`src/slc_defines.svh`:
```
// constants of the security lock control block
`ifndef SLC_DEFINES_SVH
`define SLC_DEFINES_SVH

`define SLC_ROM_KEY   32'h0000_003D
`define SLC_DBG_KEY   32'h0000_00C5
`define SLC_POR_REQ   1'b1
`define SLC_RST_PEND  1'b1
`define SLC_REQ_POS   0
`define SLC_BIT_ROM   0
`define SLC_BIT_DBG   1

`endif

```
`src/slc_pkg.sv`:
```
// types shared by the security lock control files
package slc_pkg;

	// register addressed by a write
	typedef enum logic [1:0] {
		SLC_SEL_ROM_ARM,
		SLC_SEL_ROM_KEY,
		SLC_SEL_DBG_MODE,
		SLC_SEL_DBG_KEY
	} slc_sel_t;

	// one register write from the core
	typedef struct packed {
		logic        valid;
		slc_sel_t    sel;
		logic        word;
		logic        from_rom;
		logic [31:0] data;
	} slc_wr_t;

	// power-on domain bits, index 0 rom, index 1 debug
	typedef struct packed {
		logic [1:0] pend;
		logic [1:0] eff;
	} slc_por_t;

	// state of the main block
	typedef struct packed {
		logic rom_lock;
		logic dbg_lock;
		logic rom_grant;
		logic probe_grant;
		logic full_erase;
		logic refused;
	} slc_state_t;

endpackage

```
`src/slc_por_bits.sv`:
```
// request and effective lock bits held on power-on reset only
`timescale 1ns/1ps
`include "slc_defines.svh"

module slc_por_bits (
	// clock and power-on reset
	input  wire logic       sys_clk,
	input  wire logic       por_n,
	// writes of the request bits
	input  wire logic [1:0] pend_we,
	input  wire logic [1:0] pend_val,
	// key accepted: copy request into effective state
	input  wire logic [1:0] commit,
	// held bits
	output logic      [1:0] pend,
	output logic      [1:0] eff
);

	slc_pkg::slc_por_t s_q;
	slc_pkg::slc_por_t s_d;

	// request bits take writes, effective bits follow only a key
	always_comb
	begin
		s_d = s_q;
		for (int i = 0; i < 2; i++)
		begin
			if (pend_we[i])
				s_d.pend[i] = pend_val[i];
			if (commit[i])
				s_d.eff[i] = s_q.pend[i];
		end
	end

	// only power-on reset sets these, the normal reset does not
	always_ff @(posedge sys_clk or negedge por_n)
	begin
		if (!por_n)
			s_q <= {{2{`SLC_POR_REQ}}, {2{`SLC_POR_REQ}}};
		else
			s_q <= s_d;
	end

	assign pend = s_q.pend;
	assign eff  = s_q.eff;
endmodule // slc_por_bits

```
`src/slc_lock_ctrl.sv`:
```
// ROM protection and debug-probe lock control
`timescale 1ns/1ps
`include "slc_defines.svh"

module slc_lock_ctrl (
	// clock and resets
	input  wire logic             sys_clk,
	input  wire logic             rst_n,
	input  wire logic             por_n,
	// register writes from the core
	input  wire slc_pkg::slc_wr_t wr_req,
	// flash controller
	input  wire logic             flash_secure,
	input  wire logic             auto_erase_cmd,
	// access requests to be gated
	input  wire logic             rom_acc_req,
	input  wire logic             probe_req,
	// readable request bits (effective state)
	output logic                  rom_protect_request,
	output logic                  debug_disable_request,
	// lock levels and grants
	output logic                  rom_lock,
	output logic                  debug_lock,
	output logic                  rom_acc_grant,
	output logic                  probe_grant,
	// flash wipe and refused write
	output logic                  flash_full_erase,
	output logic                  wr_refused
);

	slc_pkg::slc_state_t s_q;
	slc_pkg::slc_state_t s_d;

	logic [1:0] pend_we;
	logic [1:0] pend_val;
	logic [1:0] commit;
	logic [1:0] pend;
	logic [1:0] eff;
	logic       rom_sel;
	logic       area_ok;
	logic       arm_wr;
	logic       mode_wr;
	logic       rkey_ok;
	logic       dkey_ok;

	// full-word write to one register in this cycle, shared by the arm, mode and key decodes
	function automatic logic word_hit(
		input slc_pkg::slc_wr_t  w,
		input slc_pkg::slc_sel_t s
	);
		return w.valid && w.word && (w.sel == s);
	endfunction

	// write decode: word size, ROM-area guard and key compare
	always_comb
	begin
		rom_sel = (wr_req.sel == slc_pkg::SLC_SEL_ROM_ARM) ||
			(wr_req.sel == slc_pkg::SLC_SEL_ROM_KEY);
		area_ok = !s_q.rom_lock || wr_req.from_rom;
		arm_wr  = word_hit(wr_req, slc_pkg::SLC_SEL_ROM_ARM) && area_ok;
		mode_wr = word_hit(wr_req, slc_pkg::SLC_SEL_DBG_MODE);
		rkey_ok = word_hit(wr_req, slc_pkg::SLC_SEL_ROM_KEY) && area_ok &&
			(wr_req.data == `SLC_ROM_KEY);
		dkey_ok = word_hit(wr_req, slc_pkg::SLC_SEL_DBG_KEY) &&
			(wr_req.data == `SLC_DBG_KEY);
	end

	// request writes and key commits toward the power-on bits
	always_comb
	begin
		pend_we = 2'h0;
		pend_val = 2'h0;
		commit = 2'h0;
		pend_we[`SLC_BIT_ROM]  = arm_wr;
		pend_we[`SLC_BIT_DBG]  = mode_wr;
		pend_val[`SLC_BIT_ROM] = wr_req.data[`SLC_REQ_POS];
		pend_val[`SLC_BIT_DBG] = wr_req.data[`SLC_REQ_POS];
		commit[`SLC_BIT_ROM]   = rkey_ok;
		commit[`SLC_BIT_DBG]   = dkey_ok;
	end

	// request and effective bits, set by power-on reset only
	slc_por_bits slc_por_bits_i (
		.sys_clk  (sys_clk),
		.por_n    (por_n),
		.pend_we  (pend_we),
		.pend_val (pend_val),
		.commit   (commit),
		.pend     (pend),
		.eff      (eff)
	);

	// next state: locks, gated grants, erase and refusal flag
	always_comb
	begin
		s_d = s_q;
		// effective bit applies whenever flash security is on
		s_d.rom_lock = flash_secure && eff[`SLC_BIT_ROM];
		s_d.dbg_lock = flash_secure && eff[`SLC_BIT_DBG];
		s_d.rom_grant = rom_acc_req && !s_d.rom_lock;
		s_d.probe_grant = probe_req && !s_d.dbg_lock;
		s_d.full_erase = auto_erase_cmd && flash_secure;
		// anything not taken, a wrong key included, is refused
		s_d.refused = wr_req.valid && !(arm_wr || mode_wr || rkey_ok || dkey_ok);
	end

	// locks come up set so nothing leaks right after reset
	always_ff @(posedge sys_clk or negedge rst_n)
	begin
		if (!rst_n)
			s_q <= '{rom_lock: 1'b1, dbg_lock: 1'b1, default: 1'b0};
		else
			s_q <= s_d;
	end

	// outputs straight from flops
	assign rom_protect_request   = eff[`SLC_BIT_ROM];
	assign debug_disable_request = eff[`SLC_BIT_DBG];
	assign rom_lock              = s_q.rom_lock;
	assign debug_lock            = s_q.dbg_lock;
	assign rom_acc_grant         = s_q.rom_grant;
	assign probe_grant           = s_q.probe_grant;
	assign flash_full_erase      = s_q.full_erase;
	assign wr_refused            = s_q.refused;
endmodule // slc_lock_ctrl

```
`config.mk`:
```
export PLATFORM = sky130hd
export DESIGN_NAME = slc_lock_ctrl
export DESIGN_NICKNAME = d
export VERILOG_FILES = /design/src/slc_pkg.sv /design/src/slc_por_bits.sv /design/src/slc_lock_ctrl.sv
export VERILOG_INCLUDE_DIRS = /design/src
export SDC_FILE = /design/constraint.sdc
export NUM_CORES = 1
export LEC_CHECK = 0
export ABC_AREA = 1
export BUFFER_PORTS_ARGS = -buffer_cell sky130_fd_sc_hd__buf_2
export CORE_MARGIN = 2
export CORE_UTILIZATION = 36
export DETAILED_ROUTE_END_ITERATION = 12
export GPL_TIMING_DRIVEN = 0
export PLACE_DENSITY = 0.77
export SLEW_MARGIN = 20
export SYNTH_ARGS = -nofsm -noshare
export SYNTH_HDL_FRONTEND = slang
export SYNTH_SLANG_ARGS = --single-unit
export TNS_END_PERCENT = 50
```
`constraint.sdc`:
```
create_clock -name sys_clk -period 1.1 [get_ports sys_clk]
set_input_delay 0.22 -clock sys_clk [delete_from_list [all_inputs] [get_ports sys_clk]]
set_output_delay 0.22 -clock sys_clk [all_outputs]
set_load 0.02 [all_outputs]
```
==> impl_results.md, run 1 <==
- Run status: finished, violations left
- Failing checks: setup timing
- Post-DP HPWL: 1200 µm
- Reg clk slew, reported paths: 0.07 ns
- Util after Layout: 63.6%
- Drt pass-1 iters: 2
- Synth warn: 0
- CTS Root Cell: clkbuf_4
- Leakage power: 0.000552 µW
- Largest net degree at the start of global routing: 7
- Clk_lat worst skew: 0.27 ns
- Num rows: 14
- Filler cell count in the final layout: 139
- Synth Area in Adders: 0%
- Sequential Area: 258 µm²
- Worst flop-to-flop path endpoint: wr_refused$_DFF_PN0_
- Initial Util: 39.0%
- Chip width: 44.9 µm
- Fin nets: 191
- Final worst slack: -0.0522 ns
- Startpoint types: flip-flop
- Max Freq: 0.868 GHz
- Critical path fanouts, max: 2
- Compound-Gate Fraction of Synth Area: 4.57%
- Min-Delay Path Class: input port to flip-flop
- RSZ-0062 raised after global routing: yes
- XOR/XNOR Fraction of Synth Area: 0%
- Hold Startpoint: auto_erase_cmd
- Worst Setup End Kind: primary output
- Antenna Nets Post-Route: 0
- Final Cycle Share: 105%
- CP Buf/Inv Count: 1
- Avg WL per Cell: 9.16 µm
- Multiplexer share of the synthesized area: 0%
- Worst EP arrival: 0.93 ns
- Worst vdd ir: 0.991 mV
- Crit path max-delay family: flip-flops
- Final Hold Viols: 0
- Iteration-0 DRC Markers: 13
- Met3 Track Usage GR: 8.80%
- Final setup viols: 4
- R2R Path Start: rom_lock$_DFF_PN1_
- Seq/Total Area, Yosys: 42.8%
- Clk buf depth: 2
- R2R depth: 5
- DIE AREA: 2010 µm²
- Drt total wl: 1480 µm
- Layout overhead on the synthesized area: 63.0%
- FF+latch count, synth: 10
- Max-Cap Viols: 0
- Initial antenna violation count: 0
- GRT met1 Usage: 15.6%
- GRT busiest layer: met2
- First-pass GRT wire length: 2410 µm
- Worst Path Required: 0.88 ns
- Period minus WS final: 1.15 ns
- Global route total overflow: 0
- Hold Path End: flash_full_erase$_DFF_PN0_
- Tightest Pin Transition: 0.154 ns
- Port bufs: 51
- Io pins: 52
- Core Area: 1540 µm²
- Mapped Cells: 87
- Slew HR: 89.6%
- Clk sinks: 10
- CTS tree: yes
- H-Tree Depth: 1
- Mapped Nets: 131
- Total Routing Usage GR: 16.2%
- DRC errors left: 0
- Synth area leader: dfstp_2
- Syn avg cell area: 6.92 µm²
- FF-to-FF setup slack: 0 ns
- Slew Limit Fails: 0
- Slowest-stage cell, CP: dfstp_2
- Inserted Clock Buffers: 3
- Post-Syn Area: 602 µm²
- Layout cell share with drive strength beyond 1: 52.1%
- Share of the synthesized area in the top cell type: 26.2%
- Ranking of synthesized cells by area: dfstp_2 26%, dfrtp_1 17%, nand2_1 14%
- Crit-path cells: buf_6
- Crit-path max cell delay: 0.55 ns
- Netlist cell types: 14
- Largest family of logic cells by synthesized area: simple AND/OR/NAND/NOR gates
- Synth Area in Simple Gates: 44.5%
- Via count: 705
- Grt met2 use: 31.9%
- N_diodes: 0
- DR vias/cell: 4.35
- Power Dens Cells: 924 nW/µm²
- Pwr Total: 907 µW
- Crit path kind: flip-flop to primary output
- Hold depth: 3
- Worst Skew: 0.00868 ns
- Footprint of the multi-input gates: 303 µm²
- Final Wtd Congestion: 0.751
- Vias in the first global route: 664
- Die height: 44.9 µm
-- where the power goes --
group | switching, µW | total, µW | internal (µW) | leakage (µW)
logic | 82.3 | 172 | 90.0 | 0.000421
registers | 10.0 | 410 | 400 | 0.000110
clock network | 123 | 324 | 201 | 0.0000210
-- final cells by class --
class	instances	area share, %
Clock buffer	4	3.70
Inverter	13	4.97
Multi-Input combinational cell	64	30.9
Tap cell	16	2.04
Sequential cell	10	26.3
Timing Repair Buffer	55	32.1
-- sequential cells by signal, summed over array words and instances, names as in the netlist --
signal,cells
slc_por_bits_i.eff,2
rom_acc_grant,1
rom_lock,1
wr_refused,1
probe_grant,1
flash_full_erase,1
slc_por_bits_i.pend,2
debug_lock,1
-- how the worst max path moves through the flow --
| stage | cells after the start | from | endpoint |
|---|---|---|---|
| floorplan | 5 | rom_lock$_DFF_PN1_ | wr_refused$_DFF_PN0_ |
| global placement | 5 | rom_lock$_DFF_PN1_ | wr_refused$_DFF_PN0_ |
| detailed placement | 5 | rom_lock$_DFF_PN1_ | wr_refused$_DFF_PN0_ |
| CTS | 1 | slc_por_bits_i.eff[1]$_DFFE_PN1P_ | debug_disable_request |
| global route | 1 | rom_lock$_DFF_PN1_ | rom_lock |
| finish | 1 | rom_lock$_DFF_PN1_ | rom_lock |
-- cells in the final DEF, fill, tap and decap left out --
master and instances:
nand3_2 3, nor2_2 3, buf_6 4, inv_2 1, nand2_1 22, nor2_4 2, dlygate4sd3_1 2, buf_2 47
clkbuf_8 1, nor2_1 23, buf_4 2, dfstp_2 6, o21bai_1 1, nand3_1 2, clkbuf_4 3, dfrtp_1 4
inv_1 12, o21ai_1 2, nand2_2 4, o21ai_0 2
-- cells by family (layout without fill, tap and decap cells) --
group                  Yosys count  after routing
AO/OA/AOI/OAI                    5              5
flip-flops                      10             10
buffers and inverters           13             72
AND/OR/NAND/NOR                 59             59
-- routing by layer --
metal | share of wire [%] | vias to the layer above
li1 | - | 376
met1 | 37 | 294
met2 | 52 | 35
met3 | 11 | 0
met4 | 0 | 0
met5 | 0 | -
-- repair_timing --
item	CTS	global route
hold endpoints to repair	10	0
resized for setup	9	1
endpoints found under the setup margin	5	6
pin swaps	0	0
buffers inserted	2	0
gates cloned	0	0
hold buffers	2	0
-- cells in the mapped netlist --
| cell type | count |
|---|---|
| dfrtp_1 | 4 |
| dfstp_2 | 6 |
| nor2_4 | 2 |
| nor2_2 | 3 |
| nand3_2 | 2 |
| nor2_1 | 23 |
| nand2_2 | 3 |
| o21bai_1 | 1 |
| inv_1 | 12 |
| inv_2 | 1 |
| nand2_1 | 23 |
| o21ai_0 | 2 |
| o21ai_1 | 2 |
| nand3_1 | 3 |
-- worst min-delay path, stage by stage --
cell	delay, ns
buf_2	0.07
nand2_1	0.04
inv_1	0.04
-- per-stage QoR --
stage | TNS, ns | cell area (µm²) | hold WS, ns | instances | setup slack [ns]
final | -0.145 | 981 | 0.136 | 162 | -0.0522
after global routing | -0.311 | 981 | 0.141 | 162 | -0.0758
after CTS | -0.183 | 978 | 0.132 | 162 | -0.0492
after detailed placement | -0.0257 | 877 | 0.0447 | 154 | -0.0257
after global placement | -0.0101 | 877 | 0.0431 | 154 | -0.0101
after floorplan | 0 | 602 | -0.0756 | 87 | 0.00476
Note: power is estimated with default switching activity, not from simulation.
==> inputs of run 2 (changes only) <==
- SKIP_CTS_REPAIR_TIMING: not set -> 1
==> run 2 against run 1 <==
  * The run still ends with setup timing left
  * Worst setup slack worse by 0.0095 ns
  * Clock power down 1%
  * Sequential cell count unchanged
  * Via count down 1.1%
  * Register-to-register slack about the same
  * Clock skew down 0.0023 ns
  * Routed wire length down 2.1%
  * Global-route usage down 1.2 points
  * Critical path depth unchanged
  * Sequential power about the same
  * Critical endpoint unchanged
  * Largest cell class is now multi-input combinational cells
  * Highest routed layer unchanged
==> impl_results.md, run 2 (synthesized netlist as in run 1, its figures left out) <==
- CTS tree: yes
- FF-to-FF setup slack: 0.01 ns
- Clk_lat worst skew: 0.26 ns
- DRC errors left: 0
- Period minus WS final: 1.16 ns
- CP Buf/Inv Count: 1
- CTS Root Cell: clkbuf_4
- Final Wtd Congestion: 0.751
- Commonest non-fill, non-tap cell in the layout: buf_2
- Inserted Clock Buffers: 3
- Die height: 44.9 µm
- Crit-path max cell delay: 0.54 ns
- Fin area: 962 µm²
- Leakage power: 0.000541 µW
- Via count: 697
- Core Area: 1540 µm²
- Tightest Pin Transition: 0.154 ns
- Io pins: 52
- Initial Util: 39.0%
- Avg WL per Cell: 9.08 µm
- Iteration-0 DRC Markers: 14
- Global route total overflow: 0
- Run status: finished, violations left
- Min-Delay Path Class: input port to flip-flop
- Power Dens Cells: 938 nW/µm²
- Clk buf depth: 2
- Drt pass-1 iters: 4
- N_diodes: 0
- Slowest-stage cell, CP: dfstp_2
- Drt total wl: 1450 µm
- Worst flop-to-flop path endpoint: wr_refused$_DFF_PN0_
- Chip width: 44.9 µm
- Final Cycle Share: 106%
- Reg clk slew, reported paths: 0.07 ns
- Layout cell share with drive strength beyond 1: 51.4%
- Final Hold Viols: 0
- Largest net degree at the start of global routing: 7
- Dpl cells: 154
- Critical path fanouts, max: 2
- Hold Path End: flash_full_erase$_DFF_PN0_
- Placed Area: 877 µm²
- Pwr Total: 902 µW
- Num rows: 14
- Worst Skew: 0.00634 ns
- Max Freq: 0.861 GHz
- Port bufs: 51
- Layout overhead on the synthesized area: 59.9%
- R2R Path Start: rom_lock$_DFF_PN1_
- Crit-path cells: buf_4
- Hold depth: 3
- Crit path max-delay family: flip-flops
- First-pass GRT wire length: 2240 µm
- Worst EP arrival: 0.94 ns
- Final setup viols: 4
- Startpoint types: flip-flop
- Slew Limit Fails: 0
- RSZ-0062 raised after global routing: yes
- Post-DP HPWL: 1200 µm
- Fin nets: 189
- Clk sinks: 10
- Total Routing Usage GR: 15.0%
- Final Non-Filler Cells: 160
- H-Tree Depth: 1
- Worst Setup End Kind: primary output
- Vias in the first global route: 637
- Antenna Nets Post-Route: 0
- R2R depth: 5
- Hold Startpoint: auto_erase_cmd
- Slew HR: 89.6%
- Worst Path Required: 0.88 ns
- Most frequent cells in the layout: 47 x buf_2, 23 x nor2_1, 22 x nand2_1
- Final worst slack: -0.0617 ns
- Initial antenna violation count: 0
- Util after Layout: 62.4%
- Crit path kind: flip-flop to primary output
- DIE AREA: 2010 µm²
- DR vias/cell: 4.36
- Worst vdd ir: 1.05 mV
- Max-Cap Viols: 0
- Total negative setup slack: -0.171 ns
- Failing checks: setup timing
run 2: changes by cell type in the layout (fill, tap and decap cells not counted):
cell	previous run	this run
buf_4	2	1
buf_6	4	3
run 2: power breakdown:
| part | internal, µW | leakage [µW] | switching [µW] |
|---|---|---|---|
| sequential | 400 | 0.000110 | 9.81 |
| combinational | 90.0 | 0.000409 | 82.1 |
| clock | 201 | 0.0000210 | 119 |
| total | 691 | 0.000541 | 211 |
run 2: how the worst max path moves through the flow:
stage,from,to,slack (ns),cells past startpoint
3_5_place_dp,rom_lock$_DFF_PN1_,wr_refused$_DFF_PN0_,-0.03,5
4_1_cts,slc_por_bits_i.eff[1]$_DFFE_PN1P_,debug_disable_request,-0.09,1
2_1_floorplan,rom_lock$_DFF_PN1_,wr_refused$_DFF_PN0_,0.005,5
3_3_place_gp,rom_lock$_DFF_PN1_,wr_refused$_DFF_PN0_,-0.01,5
5_1_grt,slc_por_bits_i.eff[0]$_DFFE_PN1P_,rom_protect_request,-0.09,1
6_report,rom_lock$_DFF_PN1_,rom_lock,-0.06,1
run 2: cell type report:
type	instances	area (µm²)
tap	16	20.0
fill	138	579
timing repair buffer	53	297
multi-input combinational	64	303
clock buffer	4	36.3
inverter	13	48.8
sequential	10	258
run 2: per-layer routing:
layer	wire [µm]	global-route usage, %	vias up
li1	-	-	373
met1	560	13.6	289
met2	728	30.1	35
met3	164	8.80	0
met4	0	0	0
met5	0	0	-
run 2: per-stage QoR:
stage / setup WS (ns) / hold slack [ns]
after global routing: -0.0948 / 0.141
final: -0.0617 / 0.139
after floorplan: 0.00476 / -0.0756
after global placement: -0.0101 / 0.0431
after CTS: -0.0940 / -0.243
after detailed placement: -0.0257 / 0.0447
==> inputs of run 3 (changes only) <==
- CORE_MARGIN: 2 -> 4
==> run 3 against run 2 <==
  * The flow still finishes with violations (setup timing)
  * Clock skew fell by 0.0038 ns
  * Global-route usage fell by 3.0 points
  * Count of clock-buffer cells in the layout unchanged
  * Die area grew 19%
  * Non-clock buffer count unchanged
  * Fmax is 1.0% higher
  * Combinational power about the same
  * Total power rose by 0.64%
  * Via count grew 2.9%
  * Worst hold slack gained 0.00081 ns
  * Final cell count unchanged
  * Largest cell class unchanged
==> impl_results.md, run 3 (synthesized netlist as in run 1, its figures left out) <==
- Commonest non-fill, non-tap cell in the layout: buf_2
- Crit path kind: flip-flop to primary output
- Die height: 48.9 µm
- CTS Root Cell: clkbuf_4
- Final Hold Viols: 0
- RSZ-0062 raised after global routing: yes
- Switching share of power: 23.9%
- Period minus WS final: 1.15 ns
- R2R depth: 5
- Final Cycle Share: 105%
- H-Tree Depth: 1
- Io pins: 52
- Num rows: 14
- Worst Skew: 0.00259 ns
- Max Freq: 0.869 GHz
- Final worst slack: -0.0501 ns
- Final Wtd Congestion: 0.712
- CTS tree: yes
- Final setup viols: 4
- Drt pass-1 iters: 2
- Vias in the first global route: 623
- Crit-path max cell delay: 0.55 ns
- Combinational power share: 19.0%
- Clk sinks: 10
- R2R Path Start: rom_lock$_DFF_PN1_
- Pwr Total: 908 µW
- DRC errors left: 0
- Clk buf depth: 2
- DR vias/cell: 4.48
- Worst Path Required: 0.88 ns
- Layout cell share with drive strength beyond 1: 51.4%
- Clock Power Share: 35.8%
- Iteration-0 DRC Markers: 5
- FF-to-FF setup slack: 0.04 ns
- Hold Path End: flash_full_erase$_DFF_PN0_
- Run status: finished, violations left
- Sequential share of power: 45.2%
- Filler cell count in the final layout: 146
- Util after Layout: 62.7%
- Largest net degree at the start of global routing: 7
- Inserted Clock Buffers: 3
- Post-DP HPWL: 1320 µm
- Global route total overflow: 0
- Most frequent cells in the layout: 47 x buf_2, 23 x nor2_1, 22 x nand2_1
- N_diodes: 0
- Clk_lat worst skew: 0.26 ns
- Antenna Nets Post-Route: 0
- Max-Cap Viols: 0
- Worst EP arrival: 0.93 ns
- Worst flop-to-flop path endpoint: wr_refused$_DFF_PN0_
- CP Buf/Inv Count: 1
- Failing checks: setup timing
- Layout overhead on the synthesized area: 60.5%
- First-pass GRT wire length: 2330 µm
- Worst vdd ir: 0.848 mV
- Drt total wl: 1550 µm
- Pint: 691 µW
- Startpoint types: flip-flop
- Via count: 717
- Port bufs: 51
- Initial antenna violation count: 0
- DIE AREA: 2390 µm²
- Worst Setup End Kind: primary output
- Fin nets: 189
- Slew HR: 88.9%
- Tightest Pin Transition: 0.164 ns
- Power Dens Cells: 940 nW/µm²
- Leakage power: 0.000541 µW
- Min-Delay Path Class: input port to flip-flop
- Crit path max-delay family: flip-flops
- Slowest-stage cell, CP: dfstp_2
- Hold Startpoint: auto_erase_cmd
- Total negative setup slack: -0.155 ns
- Avg WL per Cell: 9.66 µm
- Initial Util: 39.0%
- Reg clk slew, reported paths: 0.07 ns
- Core Area: 1540 µm²
- Total Routing Usage GR: 12.1%
- Crit-path cells: buf_6
- Critical path fanouts, max: 3
- Hold depth: 3
- Crit path depth: 1
- Slew Limit Fails: 0
- Chip width: 48.9 µm
- Net Sw Power: 217 µW
==> run 3: cell count changes in the layout (fill, tap and decap cells not counted) <==
cell,change
buf_4,-1
buf_6,+1
==> run 3: area by class of cell <==
| type | instances | area [µm²] | area share [%] |
|---|---|---|---|
| Sequential cell | 10 | 258 | 26.7 |
| Multi-Input combinational cell | 64 | 303 | 31.3 |
| Tap cell | 16 | 20.0 | 2.07 |
| Inverter | 13 | 48.8 | 5.05 |
| Clock buffer | 4 | 36.3 | 3.76 |
| Timing Repair Buffer | 53 | 300 | 31.1 |
==> run 3: power by group through the flow <==
stage | registers (µW) | clock network [µW] | logic, µW
floorplan | 424 | 0 | 55.6
global placement | 415 | 0 | 162
detailed placement | 415 | 0 | 167
CTS | 410 | 333 | 168
global route | 413 | 352 | 196
finish | 410 | 325 | 173
==> run 3: per-stage QoR <==
step	hold slack (ns)	area, µm²	setup slack, ns	cells
after CTS	-0.243	913	-0.0959	158
after global placement	0.0429	877	-0.0114	154
after global routing	0.140	966	-0.0815	160
after floorplan	-0.0756	602	0.00476	87
final	0.140	966	-0.0501	160
after detailed placement	0.0454	877	-0.00306	154
==> run 3: metal layers <==
layer	track usage (%)	vias to the layer above	share of wire, %
li1	-	373	-
met1	11.5	310	36
met2	21.7	34	51
met3	7.34	0	14
met4	2.69	0	0
met5	0	-	0
==> run 3: how the worst max path moves through the flow <==
stage | slack (ns) | to | startpoint
3_5_place_dp | -0.003 | wr_refused$_DFF_PN0_ | rom_lock$_DFF_PN1_
6_report | -0.05 | debug_disable_request | slc_por_bits_i.eff[1]$_DFFE_PN1P_
3_3_place_gp | -0.01 | wr_refused$_DFF_PN0_ | rom_lock$_DFF_PN1_
4_1_cts | -0.1 | rom_protect_request | slc_por_bits_i.eff[0]$_DFFE_PN1P_
2_1_floorplan | 0.005 | wr_refused$_DFF_PN0_ | rom_lock$_DFF_PN1_
5_1_grt | -0.08 | rom_lock | rom_lock$_DFF_PN1_
